## config.mk

```make
export PLATFORM = sky130hd
export DESIGN_NAME = adcsq_top
export DESIGN_NICKNAME = d
export VERILOG_FILES = /design/src/adcsq_top.v
export VERILOG_INCLUDE_DIRS = /design/src
export SDC_FILE = /design/constraint.sdc
export NUM_CORES = 1
export LEC_CHECK = 0
export BUFFER_PORTS_ARGS = -buffer_cell sky130_fd_sc_hd__buf_2
export CAP_MARGIN = 20
export CORE_ASPECT_RATIO = 1.25
export CORE_MARGIN = 3
export CORE_UTILIZATION = 40
export DETAILED_ROUTE_END_ITERATION = 10
export GPL_TIMING_DRIVEN = 1
export SLEW_MARGIN = 0
export SYNTH_ARGS = -nofsm -noshare
export SYNTH_HDL_FRONTEND = slang
export SYNTH_SLANG_ARGS = --single-unit
```

## constraint.sdc

```tcl
create_clock -name clk -period 14.7 [get_ports clk]
set_input_delay 2.94 -clock clk [delete_from_list [all_inputs] [get_ports clk]]
set_output_delay 2.94 -clock clk [all_outputs]
set_load 0.005 [all_outputs]
```

## src/adcsq_defines.vh

```
// Constants for the converter sequencer: clock and rate figures, register
// indices, field positions, write masks and sequencer codes.
// Assumes a single 10 MHz clock and 32-bit APB access.
`ifndef ADCSQ_DEFINES_VH
`define ADCSQ_DEFINES_VH

// Clock rate and peak conversion rates
`define ADCSQ_CLK_KHZ      10000
`define ADCSQ_RATE10_KSPS  1100
`define ADCSQ_RATE12_KSPS  500

// Address decode: bit 5 picks the converter, bits 4:2 the register
`define ADCSQ_A_TOP        7:6
`define ADCSQ_A_CONV       5
`define ADCSQ_A_IDX        4:2
`define ADCSQ_A_LOW        1:0

// Register indices inside one converter's set
`define ADCSQ_R_CTL1       3'h0
`define ADCSQ_R_CTL2       3'h1
`define ADCSQ_R_CTL3       3'h2
`define ADCSQ_R_CHSEL      3'h3
`define ADCSQ_R_PCFG       3'h4
`define ADCSQ_R_RESULT     3'h5
`define ADCSQ_R_DMACFG     3'h6
`define ADCSQ_R_STATUS     3'h7

// Control one fields
`define ADCSQ_B_ON         15
`define ADCSQ_B_SIDL       13
`define ADCSQ_B_BUILD      12
`define ADCSQ_B_RES        10
`define ADCSQ_B_FORM       9:8
`define ADCSQ_B_SSRC       7:5
`define ADCSQ_B_SIMSAM     3
`define ADCSQ_B_ASAM       2
`define ADCSQ_B_SAMPLE_ENABLE       1
`define ADCSQ_B_DONE       0
// Control two and three fields
`define ADCSQ_B_VCFG       15:13
`define ADCSQ_B_CSCNA      10
`define ADCSQ_B_CHPS       9:8
`define ADCSQ_B_SMPI       5:2
`define ADCSQ_B_SAMC       12:8
// DMA configuration fields
`define ADCSQ_B_DSEL       0
`define ADCSQ_B_DSIZE      3:1

// Write masks and reset value
`define ADCSQ_CTL1_WMASK   16'hB7EC
`define ADCSQ_CTL2_WMASK   16'hE73C
`define ADCSQ_CTL3_WMASK   16'h1F00
`define ADCSQ_RES_MASK     16'h0400
`define ADCSQ_CTL_RST      16'h0000

// Trigger source and result format codes
`define ADCSQ_SSRC_SW      3'h0
`define ADCSQ_SSRC_EXT     3'h1
`define ADCSQ_SSRC_TMRA    3'h2
`define ADCSQ_SSRC_TMRB    3'h4
`define ADCSQ_SSRC_AUTO    3'h7
`define ADCSQ_FORM_SIGNED  2'h1

// Sequencer states
`define ADCSQ_ST_OFF       2'h0
`define ADCSQ_ST_HOLD      2'h1
`define ADCSQ_ST_SAMPLE    2'h2
`define ADCSQ_ST_CONV      2'h3

`endif

```

## src/adcsq_top.v

```verilog
// Two converter sequencers with APB registers, result formatting and DMA feed.
// Assumes the analog front end holds sarData stable while convActive is high.
// Function
// - Two converters, each with its own register set.
// - Resolution bit picks 10-bit four-amp or 12-bit one-amp operation.
// - 10-bit mode samples up to four inputs at once.
// - 12-bit mode has one amp, no simultaneous sampling.
// - Channel select spans inputs 0 to 31.
// - Conversion timing gives 1 Msps (10-bit, short of 1.1 Msps) and 500 ksps (12-bit) peak rates.
// - Scanning, trigger choice, buffer fill and two result formats.
// - Converter keeps running in processor sleep, and in idle unless SIDL is set.
// - Each flag setting issues one DMA request when selected.
// - Increment-rate field sets how often the DMA pointer advances.
// - Build-order one: DMA address is the operation count at the flag, which equals the rate code.
// - Build-order zero: scatter/gather address from input index and size.
// - Rate code plus one gives operations per advance or flag.
// - Format 00 unsigned, 01 signed with inverted top bits.
// - Trigger 000 software, 111 auto counter, 001 edge, 010 and 100 timer, other codes never trigger.
// - Done sets on completion, clears on start; software clear only.
//
// The register addresses and the APB register port were chosen for this implementation.
`timescale 1ns/1ps
`include "adcsq_defines.vh"

module adcsq_top (
  input  wire        clk,
  input  wire        rst,
  input  wire        ce,
  input  wire        psel,
  input  wire        penable,
  input  wire        pwrite,
  input  wire [7:0]  paddr,
  input  wire [31:0] pwdata,
  output reg  [31:0] prdata,
  output reg         pready,
  output reg         pslverr,
  input  wire        cpuIdle,
  input  wire        timerMatchA,
  input  wire        timerMatchB,
  input  wire        extIntPin,
  input  wire [23:0] sarData,
  output wire [1:0]  convActive,
  output wire [1:0]  resolutionMode,
  output wire [7:0]  sampleAmp,
  output wire [9:0]  ch0Select,
  output wire [3:0]  convAmp,
  output wire [5:0]  vrefSel,
  output wire [1:0]  intFlagSet,
  output wire [1:0]  dmaReq,
  output wire [23:0] dmaAddr,
  output wire [31:0] dmaData
);

  // Conversion phase length; at least one sample cycle completes the period
  localparam integer CONV10_N =
    (`ADCSQ_CLK_KHZ + `ADCSQ_RATE10_KSPS - 1) / `ADCSQ_RATE10_KSPS - 1;
  localparam integer CONV12_N =
    (`ADCSQ_CLK_KHZ + `ADCSQ_RATE12_KSPS - 1) / `ADCSQ_RATE12_KSPS - 1;
  // Counts fit five bits; cut on purpose from the integer figures
  localparam [4:0]   CONV10   = CONV10_N[4:0];
  localparam [4:0]   CONV12   = CONV12_N[4:0];

  wire        access = psel & penable & pready;
  wire        wrEn   = access & pwrite;
  wire        mapped = (paddr[`ADCSQ_A_TOP] == 2'b00) && (paddr[`ADCSQ_A_LOW] == 2'b00);
  wire [31:0] cvRd [0:1];
  reg         ext1;
  reg         ext2;
  reg         ext3;
  wire        extEdge = ext2 & ~ext3;

  // Format a raw code into a right-justified word
  function [15:0] fmtRes(input res12, input [1:0] form, input [11:0] d);
    begin
      if (form == `ADCSQ_FORM_SIGNED)
        fmtRes = res12 ? {{5{~d[11]}}, d[10:0]} : {{7{~d[9]}}, d[8:0]};
      else
        fmtRes = res12 ? {4'h0, d} : {6'h00, d[9:0]};
    end
  endfunction

  // Next analog pin in the scan mask after the current one
  function [4:0] nextScan(input [4:0] cur, input [31:0] mask);
    integer   i;
    reg [4:0] c;
    reg       found;
    begin
      nextScan = cur;
      found = 1'b0;
      for (i = 1; i <= 32; i = i + 1) begin
        c = cur + i[4:0];
        if (!found && mask[c]) begin
          nextScan = c;
          found = 1'b1;
        end
      end
    end
  endfunction

  // External trigger pin synchroniser and edge history
  always @(posedge clk) begin
    if (rst) begin
      ext1 <= 1'b0;
      ext2 <= 1'b0;
      ext3 <= 1'b0;
    end else if (ce) begin
      ext1 <= extIntPin;
      ext2 <= ext1;
      ext3 <= ext2;
    end
  end

  // APB slave: one wait-free access cycle, read data latched at setup
  always @(posedge clk) begin
    if (rst) begin
      pready  <= 1'b0;
      prdata  <= 32'h00000000;
      pslverr <= 1'b0;
    end else if (ce) begin
      pready <= psel & ~penable & ~pready;
      if (psel && !penable) begin
        prdata  <= mapped ? cvRd[paddr[`ADCSQ_A_CONV]] : 32'h00000000;
        pslverr <= ~mapped;
      end
    end
  end

  genvar g;
  generate
    for (g = 0; g < 2; g = g + 1) begin : cv
      reg  [15:0] ctl1;
      reg  [15:0] ctl2;
      reg  [15:0] ctl3;
      reg  [4:0]  chsel;
      reg  [31:0] pcfg;
      reg  [3:0]  dmacfg;
      reg  [15:0] result;
      reg  [1:0]  state;
      reg  [1:0]  ampIdx;
      reg  [4:0]  cnt;
      reg  [3:0]  opCnt;
      reg  [6:0]  slot;
      reg  [11:0] sar1;
      reg  [11:0] sar2;
      reg  [3:0]  track;
      reg  [4:0]  curChan;
      reg         sample_enable;
      reg         done;
      reg         busy;
      reg         flag;
      reg         dreq;
      reg  [11:0] daddr;
      reg  [15:0] ddata;
      reg  [31:0] rdv;
      reg         endSample;

      wire       wrK    = wrEn & mapped & (paddr[`ADCSQ_A_CONV] == g);
      wire       wrC1   = wrK & (paddr[`ADCSQ_A_IDX] == `ADCSQ_R_CTL1);
      wire       on     = ctl1[`ADCSQ_B_ON];
      wire       res12  = ctl1[`ADCSQ_B_RES];
      wire       simsam = ctl1[`ADCSQ_B_SIMSAM] & ~res12;
      wire [1:0] chps   = res12 ? 2'b00 : ctl2[`ADCSQ_B_CHPS];
      wire [3:0] ampMask = (chps == 2'b00) ? 4'h1 : (chps == 2'b01) ? 4'h3 : 4'hF;
      wire [1:0] lastAmp = (chps == 2'b00) ? 2'h0 : (chps == 2'b01) ? 2'h1 : 2'h3;
      wire [4:0] convLast = res12 ? CONV12 - 5'h01 : CONV10 - 5'h01;
      wire [4:0] samcEff = (ctl3[`ADCSQ_B_SAMC] == 5'h00) ? 5'h01 : ctl3[`ADCSQ_B_SAMC];
      wire       tmrA = (g == 0) ? timerMatchA : timerMatchB;
      wire       tmrB = (g == 0) ? timerMatchB : timerMatchA;
      // Idle stop is optional; sleep never stops the sequencer
      wire       run = on & ~(cpuIdle & ctl1[`ADCSQ_B_SIDL]);
      wire [15:0] fmtW = fmtRes(res12, ctl1[`ADCSQ_B_FORM], sar2);
      wire [4:0]  chanNow = (ampIdx == 2'h0) ? curChan : {3'b000, ampIdx};
      wire [2:0]  dsize = dmacfg[`ADCSQ_B_DSIZE];
      wire [6:0]  sizeMask = (7'h01 << dsize) - 7'h01;
      wire [11:0] sgAddr = ({7'h00, chanNow} << dsize) | {5'h00, slot};

      // Trigger that ends sampling and starts conversion
      always @* begin
        case (ctl1[`ADCSQ_B_SSRC])
          `ADCSQ_SSRC_SW:   endSample = wrC1 & ~pwdata[`ADCSQ_B_SAMPLE_ENABLE];
          `ADCSQ_SSRC_EXT:  endSample = extEdge;
          `ADCSQ_SSRC_TMRA: endSample = tmrA;
          `ADCSQ_SSRC_TMRB: endSample = tmrB;
          `ADCSQ_SSRC_AUTO: endSample = (cnt + 5'h01) >= samcEff;
          default:          endSample = 1'b0;
        endcase
      end

      // Register writes and the sample/convert sequencer share one process
      always @(posedge clk) begin
        if (rst) begin
          ctl1 <= `ADCSQ_CTL_RST;
          ctl2 <= `ADCSQ_CTL_RST;
          ctl3 <= `ADCSQ_CTL_RST;
          chsel <= 5'h00;
          pcfg <= 32'h00000000;
          dmacfg <= 4'h0;
          result <= 16'h0000;
          state <= `ADCSQ_ST_OFF;
          ampIdx <= 2'h0;
          cnt <= 5'h00;
          opCnt <= 4'h0;
          slot <= 7'h00;
          sar1 <= 12'h000;
          sar2 <= 12'h000;
          track <= 4'h0;
          curChan <= 5'h00;
          sample_enable <= 1'b0;
          done <= 1'b0;
          busy <= 1'b0;
          flag <= 1'b0;
          dreq <= 1'b0;
          daddr <= 12'h000;
          ddata <= 16'h0000;
        end else if (ce) begin
          flag <= 1'b0;
          dreq <= 1'b0;
          sar1 <= sarData[g*12 +: 12];
          sar2 <= sar1;
          if (wrK) begin
            case (paddr[`ADCSQ_A_IDX])
              `ADCSQ_R_CTL1: begin
                // Resolution is frozen while the converter runs
                ctl1 <= (pwdata[15:0] & `ADCSQ_CTL1_WMASK & ~`ADCSQ_RES_MASK) |
                        ((on ? ctl1 : pwdata[15:0]) & `ADCSQ_RES_MASK);
                if (!pwdata[`ADCSQ_B_DONE])
                  done <= 1'b0;
              end
              `ADCSQ_R_CTL2:   ctl2 <= pwdata[15:0] & `ADCSQ_CTL2_WMASK;
              `ADCSQ_R_CTL3:   ctl3 <= pwdata[15:0] & `ADCSQ_CTL3_WMASK;
              `ADCSQ_R_CHSEL:  chsel <= pwdata[4:0];
              `ADCSQ_R_PCFG:   pcfg <= pwdata;
              `ADCSQ_R_DMACFG: dmacfg <= pwdata[3:0];
              default: ;
            endcase
          end
          if (!ctl2[`ADCSQ_B_CSCNA] && state != `ADCSQ_ST_CONV)
            curChan <= chsel;
          if (!on) begin
            state <= `ADCSQ_ST_OFF;
            sample_enable <= 1'b0;
            busy <= 1'b0;
            track <= 4'h0;
            ampIdx <= 2'h0;
            cnt <= 5'h00;
          end else if (run) begin
            case (state)
              `ADCSQ_ST_OFF, `ADCSQ_ST_HOLD: begin
                if (ctl1[`ADCSQ_B_ASAM] || (wrC1 && pwdata[`ADCSQ_B_SAMPLE_ENABLE])) begin
                  state <= `ADCSQ_ST_SAMPLE;
                  sample_enable <= 1'b1;
                  track <= ampMask;
                  cnt <= 5'h00;
                end else begin
                  state <= `ADCSQ_ST_HOLD;
                end
              end
              `ADCSQ_ST_SAMPLE: begin
                cnt <= cnt + 5'h01;
                if (endSample) begin
                  state <= `ADCSQ_ST_CONV;
                  sample_enable <= 1'b0;
                  done <= 1'b0;
                  busy <= 1'b1;
                  ampIdx <= 2'h0;
                  cnt <= 5'h00;
                  track <= simsam ? 4'h0 : (ampMask & 4'hE);
                end
              end
              `ADCSQ_ST_CONV: begin
                cnt <= cnt + 5'h01;
                if (cnt == convLast) begin
                  cnt <= 5'h00;
                  result <= fmtW;
                  // Flag and DMA once per programmed number of operations
                  if (opCnt == ctl2[`ADCSQ_B_SMPI]) begin
                    opCnt <= 4'h0;
                    flag <= 1'b1;
                    dreq <= dmacfg[`ADCSQ_B_DSEL];
                    ddata <= fmtW;
                    daddr <= ctl1[`ADCSQ_B_BUILD] ? {8'h00, opCnt} : sgAddr;
                    slot <= (slot + 7'h01) & sizeMask;
                  end else begin
                    opCnt <= opCnt + 4'h1;
                  end
                  if (ampIdx == lastAmp) begin
                    done <= 1'b1;
                    busy <= 1'b0;
                    if (ctl2[`ADCSQ_B_CSCNA])
                      curChan <= nextScan(curChan, pcfg);
                    if (ctl1[`ADCSQ_B_ASAM]) begin
                      state <= `ADCSQ_ST_SAMPLE;
                      sample_enable <= 1'b1;
                      track <= ampMask;
                    end else begin
                      state <= `ADCSQ_ST_HOLD;
                      track <= 4'h0;
                    end
                  end else begin
                    ampIdx <= ampIdx + 2'h1;
                    if (!simsam)
                      track <= track & ~(4'h1 << (ampIdx + 2'h1));
                  end
                end
              end
              default: state <= `ADCSQ_ST_OFF;
            endcase
          end
        end
      end

      // Read view; unimplemented bits read as zero
      always @* begin
        rdv = 32'h00000000;
        case (paddr[`ADCSQ_A_IDX])
          `ADCSQ_R_CTL1: begin
            rdv[15:0] = ctl1;
            rdv[`ADCSQ_B_SIMSAM] = simsam;
            rdv[`ADCSQ_B_SAMPLE_ENABLE] = sample_enable;
            rdv[`ADCSQ_B_DONE] = done;
          end
          `ADCSQ_R_CTL2: begin
            rdv[15:0] = ctl2;
            rdv[`ADCSQ_B_CHPS] = chps;
          end
          `ADCSQ_R_CTL3:   rdv[15:0] = ctl3;
          `ADCSQ_R_CHSEL:  rdv[4:0] = chsel;
          `ADCSQ_R_PCFG:   rdv = pcfg;
          `ADCSQ_R_RESULT: rdv[15:0] = result;
          `ADCSQ_R_DMACFG: rdv[3:0] = dmacfg;
          `ADCSQ_R_STATUS: rdv[14:0] = {opCnt, ampIdx, busy, state, curChan, done};
          default:         rdv = 32'h00000000;
        endcase
      end

      assign cvRd[g]              = rdv;
      assign convActive[g]        = busy;
      assign resolutionMode[g]    = res12;
      assign sampleAmp[g*4 +: 4]  = track;
      assign ch0Select[g*5 +: 5]  = curChan;
      assign convAmp[g*2 +: 2]    = ampIdx;
      assign vrefSel[g*3 +: 3]    = ctl2[`ADCSQ_B_VCFG];
      assign intFlagSet[g]        = flag;
      assign dmaReq[g]            = dreq;
      assign dmaAddr[g*12 +: 12]  = daddr;
      assign dmaData[g*16 +: 16]  = ddata;
    end
  endgenerate

endmodule
```

## Yosys cells after proc, flatten, opt, wreduce, memory -nomap -nowiden

Index checks and enable logic that the tools add are counted.

- Word-level logic and storage cells: 1411
- Output and inout port bits: 126
- Bits of input ports: 74
- Register bits: 385

- Reduce and logical (&&, ||, !) cells: 181
- Bitwise operators: 44
- Shift-type cells: 6
- $add $sub $neg: 72
- Muxes and demuxes: 934
- Eq/ne operators: 55
- Order comparisons: 67

Operator list:

| kind | number |
|---|---|
| $mux 1 | 682 |
| $mux 5 | 94 |
| $lt 5x6->1 const B | 64 |
| $bmux 1 s5 | 64 |
| $add 5x5->5 const B | 32 |
| $mux 32 | 4 |
| $pmux 10 s6 | 2 |
| $mux 16 | 6 |
| $mux 4 | 24 |
| $add 5x4->5 const B | 16 |
| $ne 37x37->1 const B | 2 |
| $logic_and 1x1->1 | 68 |
| $logic_not 1->1 | 65 |
| $pmux 4 s8 | 2 |
| $mux 2 | 30 |
| $mux 12 | 4 |
| $reduce_and 3->1 | 16 |
| $reduce_and 6->1 | 8 |
| $add 5x3->5 const B | 8 |
| $ne 3x3->1 const B | 12 |
| $or 16x11->16 | 2 |
| $pmux 5 s3 | 2 |
| $eq 3x3->1 const B | 8 |
| $or 12x7->12 | 2 |
| 46 further kinds | 142 |

## Depth between registers and ports, before layout

Gate-level depths: netlist of the first run.

- Depth in word-level cells: 351
- Depth in mapped cells: 25
- Depth with buffers taken out: 16

## Least setup slack after synthesis of the first run

Ideal clock, no wire load.

- Kind: register to register
- Start: register cv[1].curChan[1]
- End: register cv[1].curChan[0]
- Required time: 14.568 ns
- Arrival time: 6.020 ns
- Path buffers: 7
- Setup time: 0.132 ns
- Stages on the path, launching flop included: 21
- Path slack: 8.547 ns
- Clock period less this slack: 6.153 ns
- Path through: dfxtp_1 buf_2 buf_4 buf_2 buf_2 clkbuf_1 inv_1 ha_1 buf_6 mux4_2 mux4_2 mux2i_1 nand4_1 nor4_4 nand3_2 or3_1 buf_2 or3b_1 and3_1 mux2i_1 a21oi_1

- Longest elaborated chain between the ends: 346
- Elaborated cells between the ends (all ways): 476
- Those cells by class: add/sub (31); eq/ne (2); mux (380); reduce/logical (63)

RTL lines:

| element | line | text |
|---|---|---|
| start, declared | adcsq_top.v:146 | `reg [4:0] curChan;` |
| start signal, assigned | adcsq_top.v:238 | `curChan <= chsel;` |
| start signal, assigned | adcsq_top.v:290 | `curChan <= nextScan(curChan, pcfg);` |
| $add 5x1->5 | adcsq_top.v:91 | `c = cur + i[4:0];` |
| $bmux 1 s5 | adcsq_top.v:92 | `if (!found && mask[c]) begin` |
| $mux 1 (implied by the code) | adcsq_top.v:92 |  |
| $mux 1 | adcsq_top.v:92 |  |
| $mux 1 | adcsq_top.v:289 | `` if (ctl2[`ADCSQ_B_CSCNA]) `` |
| $mux 1 | adcsq_top.v:286 | `if (ampIdx == lastAmp) begin` |
| $mux 1 | adcsq_top.v:272 | `if (cnt == convLast) begin` |
| $mux 1 | adcsq_top.v:247 | `case (state)` |
| [... 330 more ...] | -- |  |
| $mux 1 | adcsq_top.v:246 | `end else if (run) begin` |
| $mux 1 | adcsq_top.v:239 | `if (!on) begin` |
| $mux 1 | adcsq_top.v:215 | `end else if (ce) begin` |
| $mux 1 | adcsq_top.v:191 | `if (rst) begin` |
| $logic_not 1->1 | adcsq_top.v:92 |  |
| $logic_and 1x1->1 | adcsq_top.v:92 |  |
| $ne 7x7->1 (no line) | -- |  |
| $reduce_and 3->1 (no line) | -- |  |

Several ways; a longest one is shown, not always the timed one. The select of a mux whose other input is x is not followed.
A chain may end at the register's enable or synchronous reset.

## Worst setup path in the final report of the first run

- Start: register cv[1].curChan[0]
- End: register cv[1].curChan[1]

The elaborated chain is that of the path after synthesis.

==> qor.yml, run 1 <==
cells_and_area:
  multi_input_area_mm2: 0.0194
  areaGrowthSynthToFinish_pct: 10.5
  finalNonFillerCells: 4457
  fill_cells: 7043
  regArea_mm2: 0.00728
  nets: 3623
  drive_gt1_frac: 0.175
place:
  hpwlAfterDp_mm: 82.8
  portBuffers: 199
  post-place-ws_ps: 7880
  gp_congestion: 1.00
  dp.cells: 4376
timing:
  rsz0062_at_grt: "false"
  slew_headroom: 0.222
  holdWs_ps: 456
  drv_slew: 0
  fmax_ghz: 0.141
  fin_crit_ps: 7090
  fin_crit_sh: 0.482
  layout_setup_ws_ps: 7610
  hold_viol: 0
  setup_tns_ps: 0
  setup-violations-final: 0
  final.setup_skew_ps: 48.3
  tightest_slew_ps: 1160
yosys:
  synth_edf_count: 0
  synth_top_area_frac: 0.259
  dominantRegCellSynth: "dfxtp_1"
  synth.yosys.seq_area_share: 0.259
  async_flop_share: 0
  netlist_top_cells_area: "dfxtp_1 (26%), mux4_2 (12%), mux2i_1 (7.8%), nand2_1 (7.0%), a21oi_1 (5.5%)"
  synth_area_leader_cell: "dfxtp_1"
  yosysWarnings: 0
  synth_area_mm2: 0.0280
  ys_types: 95
  syn_inst: 3451
  synth-seq-cells: 363
  synth_fp_nets: 3579
  yosysMostFrequentCell: "nand2_1"
  yosys-top-cells-count: "nand2_1 (524), nor2_1 (372), dfxtp_1 (363)"
  syn_area_per_cell_um2: 8.13
pwr:
  total_leakage_power_nw: 11.7
  p_int_mw: 1.66
  peakVddDrop_mv: 0.0855
  finalPower_mw: 2.28
  p_comb_frac: 0.104
  p_seq_frac: 0.437
  switchingPower_mw: 0.624
  p_sw_frac: 0.273
  p_per_area_mw_per_mm2: 73.7
  clockPowerShare: 0.458
run:
  maxCapViolCount: 0
setup_path:
  cp_max_fo: 40
  cp-end-kind: "register"
  cp.arrival_ps: 7550
  cpPeakStageDelay_ps: 850
  path_class: "reg2reg"
  critPathRequiredTime_ps: 15160
  r2r-start: "cv[1].curChan[0]$_SDFFE_PP0P_"
  cpMaxStageDelayCell: "ha_1"
  crit_chain: "buf_4, inv_2, ha_1, mux4_2, mux4_2, mux2i_1, nand4_1, nor4_4, nand3_2, nor3b_1, a211o_1, a211oi_1, a2111oi_0, a2bb2oi_1, a21oi_1"
  cp_num_buf_inv: 2
  reg2reg_depth: 15
  rrSetupSlack_ps: 7610
  start_kind: "register"
  crit_path_frequent_cell: "mux4_2"
  r2r_end: "cv[1].curChan[1]$_SDFFE_PP0P_"
  crit_family: "multiplexers"
grt:
  gr-usage-met1: 0.387
  met3_usage: 0.0524
  busiest_layer: "met2"
  grt_overflow: 0
  grt_pass1_wl_mm: 169
  track_usage: 0.297
  gr-usage-met2: 0.472
  antenna_found_initial: 5
  grt_pass1_vias: 26500
  grt_max_degree: 105
hold_path:
  hold_end: "cv[1].ddata[2]$_SDFFE_PP0P_"
  hold_start: "cv[1].ddata[2]$_SDFFE_PP0P_"
  holdCritPathClass: "reg2reg"
  whs_path_depth: 2
cts:
  cts_resized: 0
  cts_tree: "built"
  post_cts_buffers: 0
  hold_buffers: 0
  cts_buffers: 41
  clock_sinks: 363
  clock_latency_ps: 600
  clk_pin_slew_ps: 70
  h-tree-depth: 2
  clockRootBuffer: "clkbuf_16"
  cts.path.max_buffers: 3
drt:
  viasPerCell: 6.35
  wl_mm: 113
  ant_nets: 0
  firstDrtPassIters: 6
  wl_per_cell_um: 25.3
  vias: 28300
  drtIter0Drc: 3311
  drc_errors: 0
run_status:
  status: "finished, final reports clean"
floorplan:
  die_h_um: 302
  initial_core_util: 0.408
  rows: 107
  dieArea_mm2: 0.0734
  ios: 200
  core_area_mm2: 0.0688
  die_x_um: 243
==> power by group through the flow <==
stage / Combinational [mW] / Clock, mW / Sequential (mW)
final: 0.238 / 1.05 / 0.999
after global routing: 0.250 / 1.10 / 1.00
after CTS: 0.233 / 1.06 / 0.999
after detailed placement: 0.232 / 0 / 1.02
after global placement: 0.233 / 0 / 1.02
after floorplan: 0.153 / 0 / 1.02
==> state kept, by name (all words and copies together) (netlist names), 4 cells and up <==
| signal | count |
|---|---|
| cv.state | 4 |
| cv.cnt | 10 |
| cv.result | 26 |
| cv.ddata | 26 |
| cv.ctl1 | 22 |
| cv.track | 8 |
| cv.pcfg | 64 |
| cv.ampIdx | 4 |
| cv.opCnt | 8 |
| cv.ctl3 | 10 |
| cv.curChan | 10 |
| cv.ctl2 | 20 |
| prdata | 32 |
| cv.daddr | 24 |
| cv.chsel | 10 |
| cv.sar1 | 24 |
| cv.slot | 14 |
| cv.dmacfg | 8 |
| cv.sar2 | 24 |
==> layout make-up <==
type                    instances  share of cell area
clock inverters                19             0.00682
repair buffers                265              0.0487
flip-flops and latches        363               0.235
diodes                          4            0.000323
clock buffers                  56              0.0372
inverters                      79             0.00957
multi-input cells            2745               0.625
well taps                     926              0.0374
==> per-layer routing <==
metal  routed length [um]  share of wire  vias to the layer above
met2                51000           0.45                     1656
met5                   13        0.00012                        -
met1                44900           0.40                    13500
li1                     -              -                    12800
met4                 6570          0.058                        2
met3                10400          0.092                      324
==> per-stage QoR <==
step | util | instance area, um2
4_1_cts | 0.450 | 31000
3_5_place_dp | 0.430 | 29600
5_1_grt | 0.450 | 31000
6_report | 0.450 | 31000
2_1_floorplan | - | 28000
3_3_place_gp | 0.430 | 29600
==> layout by cell type, fill, tap and decap left out, drive strengths merged, types with 69 or more instances in the layout <==
master / n
o21ai: 129
buf: 265
nor2: 372
a22oi: 69
dfxtp: 363
mux4: 152
nand2: 525
mux2i: 221
nor3: 77
a21oi: 310
nand3: 85
inv: 76
mux2: 93
==> worst max path at each step <==
stage                                  start                       endpoint  slack, ps  depth (start not counted)
2_1_floorplan  cv[1].curChan[1]$_SDFFE_PP0P_  cv[1].curChan[0]$_SDFFE_PP0P_       8550                         20
3_3_place_gp   cv[1].curChan[0]$_SDFFE_PP0P_  cv[1].curChan[1]$_SDFFE_PP0P_       7940                         15
3_5_place_dp   cv[1].curChan[0]$_SDFFE_PP0P_  cv[1].curChan[1]$_SDFFE_PP0P_       7880                         15
4_1_cts        cv[1].curChan[0]$_SDFFE_PP0P_  cv[1].curChan[1]$_SDFFE_PP0P_       7850                         15
5_1_grt        cv[1].curChan[0]$_SDFFE_PP0P_  cv[1].curChan[1]$_SDFFE_PP0P_       6980                         15
6_report       cv[1].curChan[0]$_SDFFE_PP0P_  cv[1].curChan[1]$_SDFFE_PP0P_       7610                         15
==> kinds of logic after synthesis <==
| group | count (synthesis) | synth area share |
|---|---|---|
| adder cells (fa/ha/maj) | 54 | 0.0241 |
| buffers and inverters | 343 | 0.0517 |
| flip-flops | 363 | 0.259 |
| AND/OR/NAND/NOR | 1297 | 0.207 |
| AO/OA/AOI/OAI | 840 | 0.192 |
| multiplexers | 466 | 0.239 |
| XOR/XNOR | 88 | 0.0275 |
==> worst min-delay path: stages, from the launching register on <==
cell	delay (ps)
dfxtp_1	310
nand2_1	50
a21oi_1	50
(Power assumes the default switching activity.)
==> run 2, diff against run 1 <==
clock period = 6.6 ns   (was 14.7 ns; I/O delays follow)
==> run 2 against run 1 <==
Critical path depth is the same. First-iteration DRC count decreased by 1.0%. Total power increased by 130%. Worst setup slack got worse by 6700 ps. Clock skew decreased by 23 ps. Utilization rose by 0.74 points. Clock-buffer cell count grew 5. Critical endpoint is now cv[0].curChan[1]$_SDFFE_PP0P_. Largest cell class unchanged.
==> qor.yml, run 2 (synthesis gave the netlist of run 1 again) <==
pwr:
  p_seq_frac: 0.430  # -0.007
  peakVddDrop_mv: 0.201  # +130%
  clockPowerShare: 0.463  # +0.005
  p_sw_frac: 0.266  # -0.00709
  p_per_area_mw_per_mm2: 164  # +120%
  switchingPower_mw: 1.38  # +120%
  p_int_mw: 3.79  # +130%
  p_comb_frac: 0.107  # +0.003
  total_leakage_power_nw: 12.0  # +2.5%
place:
  hpwlAfterDp_mm: 87.5  # +5.6%
  portBuffers: 199  # unchanged
  gp_congestion: 1.01  # +0.47%
  post-place-ws_ps: 993  # -6890 ps
cts:
  clockRootBuffer: "clkbuf_16"
  post_cts_buffers: 0  # unchanged
  cts_resized: 0  # unchanged
  clk_pin_slew_ps: 60  # about the same
  clock_latency_ps: 590  # about the same
  cts.path.max_buffers: 3  # unchanged
  h-tree-depth: 2  # unchanged
  cts_buffers: 40  # -2.4%
  clock_sinks: 363  # unchanged
  hold_buffers: 0  # unchanged
  cts_tree: "built"
drt:
  ant_nets: 0  # unchanged
  wl_mm: 117  # +3.5%
  vias: 28600  # +1.0%
  drc_errors: 0  # unchanged
  firstDrtPassIters: 6  # unchanged
  viasPerCell: 6.33  # -0.18%
  drtIter0Drc: 3278  # -1.0%
  wl_per_cell_um: 25.9  # +2.3%
setup_path:
  r2r-start: "cv[0].curChan[1]$_SDFFE_PP0P_"
  cp_num_buf_inv: 1  # -1
  critPathRequiredTime_ps: 7070  # -8090 ps
  cpPeakStageDelay_ps: 740  # -110 ps
  reg2reg_depth: 15  # unchanged
  crit_family: "simple AND/OR/NAND/NOR gates"
  start_kind: "register"
  cp.arrival_ps: 6180  # -1370 ps
  critPathLaunch: "cv[0].curChan[1]$_SDFFE_PP0P_"
  cp-end-kind: "register"
  critical_path_depth: 15  # unchanged
  cpMaxStageDelayCell: "or4_1"
  cp_max_fo: 12  # -70%
  path_class: "reg2reg"
  crit_chain: "inv_2, ha_1, mux4_2, mux2_2, mux2i_1, mux2i_1, or2_1, or4_1, nor4_2, nand2b_1, nor2_1, a221oi_1, o211a_1, o31a_1, mux2_2"
hold_path:
  whs_path_depth: 2  # unchanged
  holdCritPathClass: "reg2reg"
  hold_start: "cv[1].ddata[3]$_SDFFE_PP0P_"
cells_and_area:
  largest_register: "cv.pcfg"
  top_regs: "cv.pcfg (64), prdata (32)"
  final_cell_mix: "nand2_1 (524), nor2_1 (370), dfxtp_1 (358), a21oi_1 (310), mux2i_1 (218)"
  final_common_cell: "nand2_1"
  nets: 3679  # +1.5%
  largest_reg_flops: 64  # unchanged
  drive_gt1_frac: 0.188  # +0.0132
  areaGrowthSynthToFinish_pct: 12.3
timing:
  rsz0062_at_grt: "false"
  final.setup_skew_ps: 25.8  # -22.6 ps
  drv_slew: 0  # unchanged
  fin_crit_ps: 5710  # -1370 ps
  setup_tns_ps: 0  # unchanged
  layout_setup_ws_ps: 886  # -6730 ps
  tightest_slew_ps: 1130  # -24.6 ps
  slew_headroom: 0.238  # +0.0161
  fin_crit_sh: 0.866  # +0.384
  holdWs_ps: 453  # -2.96 ps
  fmax_ghz: 0.175  # +24%
  hold_viol: 0  # unchanged
  setup-violations-final: 0  # unchanged
grt:
  grt_pass1_vias: 26800  # +1.1%
  grt_overflow: 0  # unchanged
  track_usage: 0.305  # +0.00879
  grt_pass1_wl_mm: 173  # +2.4%
  antenna_found_initial: 3  # -2
  grt_max_degree: 209  # +99%
floorplan:
  initial_core_util: 0.408  # unchanged
  dieArea_mm2: 0.0734  # unchanged
  die_h_um: 302  # unchanged
  rows: 107  # unchanged
  die_x_um: 243  # unchanged
  core_area_mm2: 0.0688  # unchanged
  ios: 200  # unchanged
run:
  maxCapViolCount: 0  # unchanged
run_status:
  status: "finished, final reports clean"
[run 2: layout make-up]
class | instances | area, um2
multi-input cells | 2745 | 19400
repair buffers | 322 | 1990
clock buffers | 61 | 1220
clock inverters | 13 | 179
flip-flops and latches | 363 | 7280
fillers | 6968 | 37300
diodes | 2 | 5.00
well taps | 926 | 1160
inverters | 79 | 297
[run 2: stage by stage]
step           std cells  area [um2]  total power, mW  utilization
6_report            4511       31500             5.17        0.458
5_1_grt             4510       31500             5.32        0.458
4_1_cts             4507       31500             5.19        0.457
3_5_place_dp        4433       30100             2.81        0.437
3_3_place_gp        4432       30000             2.81        0.437
2_1_floorplan       3451       28000             2.61            -
[run 2: worst reg2reg max path, delay by kind of cell (launching register included)]
family | cells | cell delay, ps
and+or+nand+nor | 5 | 2360
adders and majority gates | 1 | 730
DFF | 1 | 370
AOI/OAI and AO/OA | 3 | 390
muxes | 5 | 1710
buffers and inverters | 1 | 60
[run 2: path summary, 6_finish.rpt]
path / end / slack (ps)
worst min-delay path: cv[1].ddata[3]$_SDFFE_PP0P_ / 450
worst max-delay path: cv[0].curChan[1]$_SDFFE_PP0P_ / 890
worst min register to register: cv[1].ddata[3]$_SDFFE_PP0P_ / 450
worst max register to register: cv[0].curChan[1]$_SDFFE_PP0P_ / 890
[run 2: power by group through the flow]
stage / registers (mW) / logic (mW) / clock network (mW)
floorplan: 2.27 / 0.340 / 0
global placement: 2.27 / 0.541 / 0
detailed placement: 2.27 / 0.537 / 0
CTS: 2.22 / 0.539 / 2.43
global route: 2.22 / 0.580 / 2.51
finish: 2.22 / 0.553 / 2.39
[run 2: metal layers]
metal	vias up	GRT usage	part of all wire
met5	-	0	0
met4	0	0.157	0.061
met3	369	0.0583	0.095
met2	1694	0.494	0.45
met1	13600	0.390	0.39
li1	12900	-	-
